===== src/core/tcc_pkg.sv =====
// Functional notes
// [RULE1] Every capture event overwrites the capture value, read or not.
// [RULE2] Software reads the capture value early in its capture handler.
// [RULE3] Duty-cycle measurement flips capture edge sense after each capture.
// [RULE4] After an edge change software clears the capture flag by writing one.
// [RULE5] With retrigger enabled the capture flag is ORed into the ceiling signal.
// [RULE6] Full-width compare; match flag sets one timer tick after equality.
// [RULE7] Enabled match flag interrupts; cleared by acknowledge or writing one.
// [RULE8] Compare channel A can serve as the counter ceiling.
// [RULE9] PWM modes double buffer compare values, loaded at ceiling or floor; the code loads them at the ceiling only.
// [RULE10] Compare writes go to buffer when buffered, else the active register.
// [RULE11] Compare reads return both bytes directly, bypassing the shared latch.
// [RULE12] High byte goes to the shared latch; low write loads all 16 bits.
// [RULE13] Force strobe in non-PWM modes acts on output only, no flag or counter.
// [RULE14] A counter write suppresses matches in the next timer tick.
// [RULE15] Software must not write counter to ceiling or zero in unsafe cases.
// [RULE16] Compare output state survives waveform mode changes.
// [RULE17] Output action bits are unbuffered; apply at next match or force.
// [RULE18] Reset clears the compare output state.
// [RULE19] Nonzero action select makes compare output override port value.
// [RULE20] Output action select has no effect on input capture.
// [RULE21] Action zero leaves compare output unchanged on match.
// [RULE22] Non-PWM action one toggles compare output on match.
// [RULE23] Modes 4 and 12 are clear-on-match with channel A or capture ceiling.
// [RULE24] Modes 5, 6, 7, 14, 15 are single-slope fast PWM.
// [RULE25] Non-PWM action two clears, action three sets compare output.
`default_nettype none
package tcc_pkg;
	localparam int CW = 16;
	// *****************************************************************
	// Register offsets on the APB (byte addresses)
	// *****************************************************************
	localparam logic [7:0] OFS_CTRL   = 8'h00;
	localparam logic [7:0] OFS_FLAGS  = 8'h04;
	localparam logic [7:0] OFS_CNT_L  = 8'h08;
	localparam logic [7:0] OFS_CNT_H  = 8'h0c;
	localparam logic [7:0] OFS_CAP_L  = 8'h10;
	localparam logic [7:0] OFS_CAP_H  = 8'h14;
	localparam logic [7:0] OFS_CMPA_L = 8'h18;
	localparam logic [7:0] OFS_CMPA_H = 8'h1c;
	localparam logic [7:0] OFS_CMPB_L = 8'h20;
	localparam logic [7:0] OFS_CMPB_H = 8'h24;
	localparam logic [7:0] OFS_FORCE  = 8'h28;
	// *****************************************************************
	// Control register fields
	// *****************************************************************
	localparam int CTRL_WGM_LSB = 0;  // waveform_select [3:0]
	localparam int CTRL_OASA    = 4;  // output_action_select A [5:4]
	localparam int CTRL_OASB    = 6;  // output_action_select B [7:6]
	localparam int CTRL_IEA     = 8;  // match_irq_enable A
	localparam int CTRL_IEB     = 9;  // match_irq_enable B
	localparam int CTRL_IEC     = 10; // capture irq enable
	localparam int CTRL_RTG     = 11; // retrigger enable
	localparam int CTRL_DIRA    = 12; // output_pin_direction_bit A
	localparam int CTRL_DIRB    = 13; // output_pin_direction_bit B
	localparam int FLG_MA       = 0;
	localparam int FLG_MB       = 1;
	localparam int FLG_CAP      = 2;
	localparam int FLG_CEIL     = 3;
	localparam logic [13:0] CTRL_RESET = 14'h0000;
	// Waveform select codes
	localparam logic [3:0] WGM_NORMAL  = 4'h0;
	localparam logic [3:0] WGM_CTC_A   = 4'h4;
	localparam logic [3:0] WGM_FP8     = 4'h5;
	localparam logic [3:0] WGM_FP9     = 4'h6;
	localparam logic [3:0] WGM_FP10    = 4'h7;
	localparam logic [3:0] WGM_CTC_CAP = 4'hc;
	localparam logic [3:0] WGM_RSVD    = 4'hd;
	localparam logic [3:0] WGM_FP_CAP  = 4'he;
	localparam logic [3:0] WGM_FP_A    = 4'hf;
	localparam logic [15:0] TOP_8  = 16'h00ff;
	localparam logic [15:0] TOP_9  = 16'h01ff;
	localparam logic [15:0] TOP_10 = 16'h03ff;
	localparam logic [15:0] TOP_MAX = 16'hffff;
	localparam logic [15:0] FLOOR  = 16'h0000;
	// Output action codes
	localparam logic [1:0] OA_NONE = 2'h0;
	localparam logic [1:0] OA_TOG  = 2'h1;
	localparam logic [1:0] OA_CLR  = 2'h2;
	localparam logic [1:0] OA_SET  = 2'h3;
	// Per-channel compare state
	typedef struct packed {
		logic [15:0] active;
		logic [15:0] buffer;
		logic        out;
		logic        flag;
	} tcc_chan_type;
	// Timer-side status that travels to the top
	typedef struct packed {
		logic        ceil;
		logic        floor;
		logic [15:0] count;
	} tcc_cnt_type;
endpackage
`default_nettype wire


===== src/core/tcc_timer.sv =====
// Chosen here: the APB slave port and the address map.
`default_nettype none
module tcc_timer (
	input  wire logic        CLK,
	input  wire logic        RST_N,
	input  wire logic        CE,
	input  wire logic        TICK,
	input  wire logic        CAPTURE_PIN,
	input  wire logic        CAPTURE_EDGE,
	input  wire logic [1:0]  PORT_VALUE,
	input  wire logic        IRQ_ACK_A,
	input  wire logic        IRQ_ACK_B,
	input  wire logic        IRQ_ACK_CAP,
	input  wire logic        PSEL,
	input  wire logic        PENABLE,
	input  wire logic        PWRITE,
	input  wire logic [7:0]  PADDR,
	input  wire logic [31:0] PWDATA,
	output logic      [31:0] PRDATA,
	output logic             PREADY,
	output logic             PSLVERR,
	output logic      [1:0]  PIN_OUT,
	output logic      [1:0]  PIN_OE_N,
	output logic             IRQ_MATCH_A,
	output logic             IRQ_MATCH_B,
	output logic             IRQ_CAPTURE
);
	// *****************************************************************
	// State
	// *****************************************************************
	typedef struct packed {
		logic               pin_sync0;
		logic               pin_sync1;
		logic               pin_last;
		logic [13:0]        ctrl;
		logic [15:0]        count;
		logic [7:0]         temp;
		logic [15:0]        capture_value_reg;
		logic               capture_event_flag;
		logic               ceil_flag;
		logic               block;
		tcc_pkg::tcc_chan_type [1:0] ch;
	} tcc_state_type;

	tcc_state_type st;
	tcc_state_type next_st;

	logic        wr;
	logic        rd;
	logic [3:0]  wgm;
	logic        is_pwm;
	logic        clear_on_match_mode;
	logic [15:0] ceiling;
	logic        at_ceil;
	logic        at_floor;
	logic        top_hit;
	logic        cap_evt;
	logic        pin_now;
	logic [1:0]  oas [2];
	logic [1:0]  eq;

	assign wr     = PSEL && PENABLE && PWRITE;
	assign rd     = PSEL && !PWRITE;
	assign wgm    = st.ctrl[tcc_pkg::CTRL_WGM_LSB +: 4];
	assign oas[0] = st.ctrl[tcc_pkg::CTRL_OASA +: 2];
	assign oas[1] = st.ctrl[tcc_pkg::CTRL_OASB +: 2];
	assign PREADY  = 1'b1;
	assign PSLVERR = 1'b0;

	// Mode decode: only single-slope modes are modelled in the counter
	always_comb begin
		clear_on_match_mode    = (wgm == tcc_pkg::WGM_CTC_A) || (wgm == tcc_pkg::WGM_CTC_CAP); // RULE23
		is_pwm = !(wgm == tcc_pkg::WGM_NORMAL || clear_on_match_mode); // RULE9
		case (wgm)
			tcc_pkg::WGM_CTC_A,
			tcc_pkg::WGM_FP_A:   ceiling = st.ch[0].active; // RULE8
			tcc_pkg::WGM_CTC_CAP,
			tcc_pkg::WGM_FP_CAP: ceiling = st.capture_value_reg; // RULE23
			tcc_pkg::WGM_FP8:    ceiling = tcc_pkg::TOP_8; // RULE24
			tcc_pkg::WGM_FP9:    ceiling = tcc_pkg::TOP_9;
			tcc_pkg::WGM_FP10:   ceiling = tcc_pkg::TOP_10;
			default:             ceiling = tcc_pkg::TOP_MAX;
		endcase
	end

	// Capture edge after the synchroniser; edge sense set by the CAPTURE_EDGE input
	assign pin_now  = st.pin_sync1;
	assign cap_evt  = (pin_now != st.pin_last) && (pin_now == CAPTURE_EDGE);
	assign at_ceil  = (st.count == ceiling);
	assign at_floor = (st.count == tcc_pkg::FLOOR);
	// Retrigger makes the capture flag look like the ceiling
	assign top_hit  = at_ceil || (st.ctrl[tcc_pkg::CTRL_RTG] && st.capture_event_flag); // RULE5

	generate
		for (genvar c = 0; c < 2; c++) begin : g_eq
			// Full 16-bit equality, valid on a timer tick only
			assign eq[c] = (st.count == st.ch[c].active); // RULE6
		end
	endgenerate

	// *****************************************************************
	// Next-state logic
	// *****************************************************************
	always_comb begin
		logic [15:0] wval;
		logic        match;
		logic        force_hit;
		wval = 16'h0000;
		match = 1'b0;
		force_hit = 1'b0;
		next_st = st;
		next_st.pin_sync0 = CAPTURE_PIN;
		next_st.pin_sync1 = st.pin_sync0;
		next_st.pin_last  = pin_now;
		wval = {st.temp, PWDATA[7:0]}; // RULE12
		// Counter runs on ticks; a write wins over counting
		if (TICK) begin
			next_st.block = 1'b0;
			if (top_hit) begin
				next_st.count = tcc_pkg::FLOOR;
				next_st.ceil_flag = 1'b1;
			end else begin
				next_st.count = st.count + 16'h0001;
			end
		end
		// Capture overwrites unconditionally; output action plays no part
		if (cap_evt) begin
			next_st.capture_value_reg  = st.count; // RULE1 RULE20
			next_st.capture_event_flag = 1'b1;
		end
		for (int c = 0; c < 2; c++) begin
			match = TICK && eq[c] && !st.block; // RULE14
			force_hit = wr && (PADDR == tcc_pkg::OFS_FORCE) && PWDATA[c] && !is_pwm;
			// Buffered value moves in at ceiling (fast PWM) on a tick
			if (is_pwm && TICK && at_ceil) begin
				next_st.ch[c].active = st.ch[c].buffer; // RULE9
			end
			if (match || force_hit) begin // RULE13 RULE17
				if (is_pwm) begin
					if (oas[c] == tcc_pkg::OA_CLR) next_st.ch[c].out = 1'b0;
					if (oas[c] == tcc_pkg::OA_SET) next_st.ch[c].out = 1'b1;
				end else begin
					case (oas[c])
						tcc_pkg::OA_NONE: next_st.ch[c].out = st.ch[c].out; // RULE21
						tcc_pkg::OA_TOG:  next_st.ch[c].out = !st.ch[c].out; // RULE22
						tcc_pkg::OA_CLR:  next_st.ch[c].out = 1'b0; // RULE25
						tcc_pkg::OA_SET:  next_st.ch[c].out = 1'b1; // RULE25
						default:          next_st.ch[c].out = st.ch[c].out;
					endcase
				end
			end else if (is_pwm && TICK && at_ceil) begin
				// Fast PWM restores the idle level at the ceiling
				if (oas[c] == tcc_pkg::OA_CLR) next_st.ch[c].out = 1'b1;
				if (oas[c] == tcc_pkg::OA_SET) next_st.ch[c].out = 1'b0;
			end
			// Flag clear by ack or write-one; a fresh match wins
			if (c == 0 ? IRQ_ACK_A : IRQ_ACK_B) next_st.ch[c].flag = 1'b0; // RULE7
			if (wr && PADDR == tcc_pkg::OFS_FLAGS && PWDATA[c]) next_st.ch[c].flag = 1'b0;
			if (match) next_st.ch[c].flag = 1'b1; // RULE6
		end
		if (IRQ_ACK_CAP || (wr && PADDR == tcc_pkg::OFS_FLAGS && PWDATA[tcc_pkg::FLG_CAP])) begin
			next_st.capture_event_flag = cap_evt;
		end
		if (wr && PADDR == tcc_pkg::OFS_FLAGS && PWDATA[tcc_pkg::FLG_CEIL]) begin
			next_st.ceil_flag = TICK && top_hit;
		end
		// Register writes; mode change leaves the output states alone
		if (wr) begin
			case (PADDR)
				tcc_pkg::OFS_CTRL: next_st.ctrl = PWDATA[13:0]; // RULE16 RULE17
				tcc_pkg::OFS_CNT_H,
				tcc_pkg::OFS_CAP_H,
				tcc_pkg::OFS_CMPA_H,
				tcc_pkg::OFS_CMPB_H: next_st.temp = PWDATA[7:0]; // RULE12
				tcc_pkg::OFS_CNT_L: begin
					next_st.count = wval;
					next_st.block = 1'b1; // RULE14
				end
				tcc_pkg::OFS_CAP_L: next_st.capture_value_reg = wval;
				tcc_pkg::OFS_CMPA_L: begin
					if (is_pwm) next_st.ch[0].buffer = wval; // RULE10
					else next_st.ch[0].active = wval;
				end
				tcc_pkg::OFS_CMPB_L: begin
					if (is_pwm) next_st.ch[1].buffer = wval; // RULE10
					else next_st.ch[1].active = wval;
				end
				default: next_st.temp = st.temp;
			endcase
		end
		// Low-byte reads of timer-updated values latch their high byte
		if (rd && !PENABLE && PADDR == tcc_pkg::OFS_CNT_L) next_st.temp = st.count[15:8];
		if (rd && !PENABLE && PADDR == tcc_pkg::OFS_CAP_L) begin
			next_st.temp = st.capture_value_reg[15:8];
		end
		if (!CE) next_st = st;
		if (!RST_N) begin
			next_st = '0;
			next_st.ctrl = tcc_pkg::CTRL_RESET;
			next_st.ch[0].out = 1'b0; // RULE18
			next_st.ch[1].out = 1'b0;
		end
	end

	always_ff @(posedge CLK) begin
		st <= next_st;
	end

	// *****************************************************************
	// Read mux; compare values bypass the shared latch
	// *****************************************************************
	always_comb begin
		PRDATA = 32'h0000_0000;
		case (PADDR)
			tcc_pkg::OFS_CTRL:   PRDATA[13:0] = st.ctrl;
			tcc_pkg::OFS_FLAGS:  PRDATA[3:0] = {st.ceil_flag, st.capture_event_flag,
			                                    st.ch[1].flag, st.ch[0].flag};
			tcc_pkg::OFS_CNT_L:  PRDATA[7:0] = st.count[7:0];
			tcc_pkg::OFS_CNT_H,
			tcc_pkg::OFS_CAP_H:  PRDATA[7:0] = st.temp;
			tcc_pkg::OFS_CAP_L:  PRDATA[7:0] = st.capture_value_reg[7:0];
			tcc_pkg::OFS_CMPA_L: PRDATA[7:0] = is_pwm ? st.ch[0].buffer[7:0] : st.ch[0].active[7:0];
			tcc_pkg::OFS_CMPA_H: PRDATA[7:0] = is_pwm ? st.ch[0].buffer[15:8] : st.ch[0].active[15:8]; // RULE11
			tcc_pkg::OFS_CMPB_L: PRDATA[7:0] = is_pwm ? st.ch[1].buffer[7:0] : st.ch[1].active[7:0];
			tcc_pkg::OFS_CMPB_H: PRDATA[7:0] = is_pwm ? st.ch[1].buffer[15:8] : st.ch[1].active[15:8]; // RULE11
			default:             PRDATA = 32'h0000_0000;
		endcase
	end

	// Pin override: compare output replaces port value, direction stays with software
	always_comb begin
		for (int c = 0; c < 2; c++) begin
			PIN_OUT[c] = (oas[c] != tcc_pkg::OA_NONE) ? st.ch[c].out : PORT_VALUE[c]; // RULE19
		end
		PIN_OE_N[0] = !st.ctrl[tcc_pkg::CTRL_DIRA]; // RULE19
		PIN_OE_N[1] = !st.ctrl[tcc_pkg::CTRL_DIRB];
	end

	assign IRQ_MATCH_A = st.ch[0].flag && st.ctrl[tcc_pkg::CTRL_IEA]; // RULE7
	assign IRQ_MATCH_B = st.ch[1].flag && st.ctrl[tcc_pkg::CTRL_IEB];
	assign IRQ_CAPTURE = st.capture_event_flag && st.ctrl[tcc_pkg::CTRL_IEC];
endmodule
`default_nettype wire


===== config.mk =====
export PLATFORM = sky130hd
export DESIGN_NAME = tcc_timer
export DESIGN_NICKNAME = d
export VERILOG_FILES = /design/src/core/tcc_pkg.sv /design/src/core/tcc_timer.sv
export SDC_FILE = /design/constraint.sdc
export NUM_CORES = 1
export LEC_CHECK = 0
export BUFFER_PORTS_ARGS = -buffer_cell sky130_fd_sc_hd__buf_2
export CAP_MARGIN = 20
export CORE_MARGIN = 3
export CORE_UTILIZATION = 54
export CTS_BUF_LIST = sky130_fd_sc_hd__clkbuf_16
export DETAILED_ROUTE_END_ITERATION = 7
export PLACE_DENSITY = 0.87
export SLEW_MARGIN = 20
export SYNTH_ARGS = -nofsm -noshare
export SYNTH_HDL_FRONTEND = slang
export SYNTH_SLANG_ARGS = --single-unit

===== constraint.sdc =====
create_clock -name CLK -period 2.8 [get_ports CLK]
set_input_delay 0.56 -clock CLK [delete_from_list [all_inputs] [get_ports CLK]]
set_output_delay 0.56 -clock CLK [all_outputs]
set_load 0.02 [all_outputs]

After elaboration in Yosys (flattened, before gate mapping)
Index checks and enable logic that the tools add are counted.
{ "classes": {"eq_ne": 30, "mux": 56, "add_sub_neg": 1, "n_reduce_logical": 75, "bitwise": 1} }
{ "ops": {"columns": ["cell", "count"], "rows": [
  ["16-bit 2-to-1 mux", 10],
  ["32-bit 2-to-1 mux", 3],
  ["16-bit one-hot mux with 5 select lines", 1],
  ["8-bit 2-to-1 mux", 7],
  ["16-bit == test", 3],
  ["40-bit 2-to-1 mux", 1],
  ["4-bit one-hot mux with 9 select lines", 1],
  ["33-bit 2-to-1 mux", 1],
  ["8-bit by 5-bit == test with 1-bit output (second input constant)", 4],
  ["4-bit one-hot mux with 8 select lines", 1],
  ["1-bit logical AND", 28],
  ["1-bit 2-to-1 mux", 26],
  ["8-bit by 6-bit == test with 1-bit output (second input constant)", 3],
  ["3-bit nonzero test", 8],
  ["17-bit 2-to-1 mux", 1],
  ["16-bit by 1-bit adder with 16-bit output (second input constant)", 1],
  ["4-bit by 3-bit == test with 1-bit output (second input constant)", 4],
  ["8-bit by 4-bit == test with 1-bit output (second input constant)", 2],
  ["2-bit nonzero test", 7],
  ["4-bit == test (second input constant)", 3],
  ["5-bit AND reduction", 2],
  ["3-bit AND reduction", 3],
  ["2-bit == test (second input constant)", 4],
  ["8-bit by 3-bit == test with 1-bit output (second input constant)", 1],
  ["other kinds (17)", 38]
]} }
{ "word_totals": {"out_inout_bits": 41, "regBits": 128, "word_cells": 181} }

Depth between registers and ports, before layout
{ "depth": {"word_depth": 11, "ltp_mapped": 13} }

Worst setup path before layout
Ideal clock, no wire load.
{ "synth_timing": {"kind": "in2out", "from": "input PADDR[4]", "to": "output PRDATA[6]", "path_stages": 6, "setup_slack_ns": -0.384, "arrival_time_ns": 2.624, "cell_sequence": "or4b_2 -> clkbuf_1 -> nor2_1 -> clkbuf_1 -> a221oi_1 -> o21ai_0"} }
{ "synth_via": {"elab_chain_cells": 3} }
{ "synth_rtl": {"columns": ["item", "line_no", "text"], "rows": [
  ["start, declared", "tcc_timer.sv:17", "input wire logic [7:0] PADDR,"],
  ["8-bit by 4-bit == test with 1-bit output / 8-bit by 5-bit == test with 1-bit output (equally long branches)", "tcc_timer.sv:214", "case (PADDR)"],
  ["2-bit OR reduction", "tcc_timer.sv:214", null],
  ["4-bit one-hot mux with 8 select lines *", "tcc_timer.sv:214", null],
  ["end, declared", "tcc_timer.sv:19", "output logic [31:0] PRDATA,"]
]} }
Every way passes the cells marked *; elsewhere a longest branch is shown, timed or not.

Worst setup path in the final report
{ "layout_timing": {"from": "register st[114] (netlist name)", "to": "register st[61] (netlist name)"} }
{ "layout_via": {"elab_chain_cells": 10} }
{ "layout_rtl": {"columns": ["item", "line_no", "text"], "rows": [
  ["start, declared", "tcc_timer.sv:45", "tcc_state_type st;"],
  ["start signal, assigned", "tcc_timer.sv:206", "st <= next_st;"],
  ["branches (longest 9 deep; another with 32-bit 2-to-1 mux)", null, null],
  ["33-bit 2-to-1 mux *", "tcc_timer.sv:168", "if (wr) begin"]
]} }
Every way passes the cells marked *.
A chain may end at the register's enable or synchronous reset.

==> reports/qor.txt <==
Class of the worst hold path = in -> reg
Synthesis-stage register bit count = 128
Core area = 14700 µm²
Reg2reg path depth = 12
# DRC = 0
Placed cells = 1363
Setup violations, final = 59
Final clock skew = 9.47 ps
Status = finished with violations
Crit-path max cell delay = 370 ps
Final hold vios = 0
Layout cell share with drive strength beyond 1 = 0.330
Slew Limit Fails = 0
Routed vias = 10072
Clk root buf = clkbuf_16
Gr usage total = 0.410
I/O pin cnt = 95
Synth area leaders = dfxtp_1, nand2_1, o221a_2
CTS Sinks = 128
PD cells = 398 nW/µm²
Post-synthesis sequential area ratio = 0.311
Commonest cells post-synth = nand2_1, dfxtp_1, a21oi_1, clkbuf_1, o21ai_0
Violated checks = negative setup slack
Post-layout min period = 3120 ps
MaxCap Viol Count = 0
Register share of total power = 0.426
DRT Pass-1 Iters = 8
Unique cell type count in the Yosys netlist = 74
Asr flop ratio synth = 0
Slowest stage cell, crit path = a311oi_1
Routability cong. = 1.04
DR WL/cell = 25.0 µm
CTS tree = built
EDFF count, synth = 0
RSZ-0062 raised after global routing = yes
Vias in the first global route = 9063
Worst EP arrival = 3440 ps
Max Freq = 321 MHz
Initial antenna violation count = 0
Synth-to-Final Area Change = 32.4%
Cts hold-fix bufs = 0
Largest net degree at the start of global routing = 60
Routed WL = 35.7 mm
Critical R2R Capture = st[61]
Crit Path Class = reg -> reg
Vias/cell = 7.05
Most frequent CP cell = buf_4
Ant diodes = 0
Pleak = 4.38 nW
Clock power share = 0.490
Critical path capture point type = flip-flop
Crit Path Max Fanout = 9
Worst R2R Start = st[114]
Fin cells = 1428
Internal = 0.00316 W
Fin worst setup slack = -315 ps
Final Cycle Share = 1.11
NetSw = 0.00117 W
Starting DRC count in detailed routing = 1645
Peak supply drop = 0.433 mV
Mean Syn Cell Area = 7.60 µm²
Net Sw Frac = 0.270
Comb pwr share = 0.085
Cell Rows = 44
Clock-pin slew on the worst setup and hold paths = 60 ps
CP Cell Sequence = buf_4, buf_4, nor4b_2, a211oi_1, a311oi_1, and4b_2, nor4_4, buf_4, nand4_4, buf_12, bufbuf_16, o221a_2
Flop2flop setup slack = -320 ps
Most common cell in the netlist = nand2_1
Critical path required time = 3130 ps
First-pass GRT wire length = 52.1 mm
Worst slew pin tran = 1330 ps
Startpoint types = flip-flop
Leading area contributor after synthesis = dfxtp_1
Total power = 0.00433 W
Final ANT Viol Nets = 0
Clk buf depth = 2
Hpwl dp = 23.9 mm
CTS HTree Levels = 4
Nets = 1286
Die Width = 129 µm
Starting density of the core = 0.560
Final Util = 0.741
Worst Setup EP = st[61]
CTS Buf Count = 17
Die footprint = 16800 µm²
Port Buf Inserts = 56
Post-synth top area share = 0.311
Crit. Startpoint = st[114]
Top_reg_cell synth = dfxtp_1
Post-Syn Area = 8230 µm²
Worst skew pair latency = 440 ps
Slew headroom = 0.101
Grt total ovfl = 0
Die Ht = 129 µm
Synth Warn # = 0
Cells after Synth = 1082
## layout by cell type, fill, tap and decap left out, types with 7 or more instances in the layout
cell type,count
a211oi_1,14
a21oi_1,89
a21oi_2,11
a221oi_1,17
a221oi_2,7
a222oi_1,9
and2_1,12
and3_1,11
buf_12,9
buf_2,51
buf_4,160
buf_6,18
clkbuf_16,18
conb_1,20
dfxtp_1,124
inv_1,15
nand2_1,155
nand2_2,8
nand3_1,28
nand4_1,14
nor2_1,49
nor3_1,17
nor4_1,16
o21a_1,17
o21ai_0,57
o221a_2,47
o311ai_1,7
or3_1,24
xor2_1,39
## kinds of logic (layout without fill, tap and decap cells)
family	Yosys count	count (layout)	share of synthesized area
buffers and inverters	148	292	0.0789
XOR/XNOR	42	42	0.0447
adder cells (fa/ha/maj)	1	1	0.00152
multiplexers	11	11	0.0137
other	2	20	0.000913
flip-flops	128	128	0.311
AO/OA/AOI/OAI	355	355	0.309
AND/OR/NAND/NOR	395	395	0.240
## worst min-delay path by stage
stage	cells after the start	endpoint	startpoint
2_1_floorplan	2	st[123]	st[123]
3_5_place_dp	2	st[124]	st[124]
4_1_cts	3	st[121]	PWDATA[10]
5_1_grt	3	st[121]	PWDATA[10]
6_report	3	st[120]	PWDATA[9]
3_3_place_gp	2	st[124]	st[124]
## layout make-up
class                      count  area [µm²]
clock buffer                  17         425
clock inverter                15         124
fill                        1037        3800
inverter                      16        60.1
multi-input combinational    824        5500
sequential                   128        2570
tap                          184         230
timing repair buffer         244        1980
## registers in the layout, indices dropped and copies added, names as in the netlist
name	flops
st	123
pin_now	1
oas	4
## worst max-delay path: cells and delay by family (launching register included)
family	cells	cell delay [ps]
compound gates	3	750
buf+inv	5	950
flops	1	340
simple gates	4	940
## repair_timing
| action | in CTS | in global routing |
|---|---|---|
| buffers inserted | 21 | 7 |
| setup endpoints to repair | 59 | 59 |
| gates cloned | 4 | 2 |
| resized for setup | 83 | 46 |
| pin swaps | 15 | 19 |
## power groups by stage
stage | Clock [W] | Combinational [W] | Sequential (W)
after detailed placement | 0 | 0.000334 | 0.00188
after global placement | 0 | 0.000329 | 0.00188
after floorplan | 0 | 0.000224 | 0.00188
after CTS | 0.00212 | 0.000342 | 0.00184
final | 0.00212 | 0.000366 | 0.00184
after global routing | 0.00220 | 0.000381 | 0.00184
## metrics by stage
| step | instance area (µm²) | TNS [ps] | setup slack [ps] | hold slack (ps) |
|---|---|---|---|---|
| finish | 10900 | -11790 | -315 | 356 |
| CTS | 10700 | -6630 | -227 | 347 |
| global route | 10900 | -16930 | -397 | 358 |
| floorplan | 8380 | -138 | -26.6 | 436 |
| global placement | 9530 | -6750 | -201 | 443 |
| detailed placement | 9530 | -9850 | -259 | 455 |
## metal layers
| metal | vias to the layer above | track usage | share of wire |
|---|---|---|---|
| met5 | - | 0 | 0 |
| met4 | 0 | 0.246 | 0.071 |
| met3 | 245 | 0.127 | 0.14 |
| met2 | 930 | 0.612 | 0.43 |
| met1 | 4626 | 0.519 | 0.36 |
| li1 | 4271 | - | - |
(Power assumes the default switching activity.)
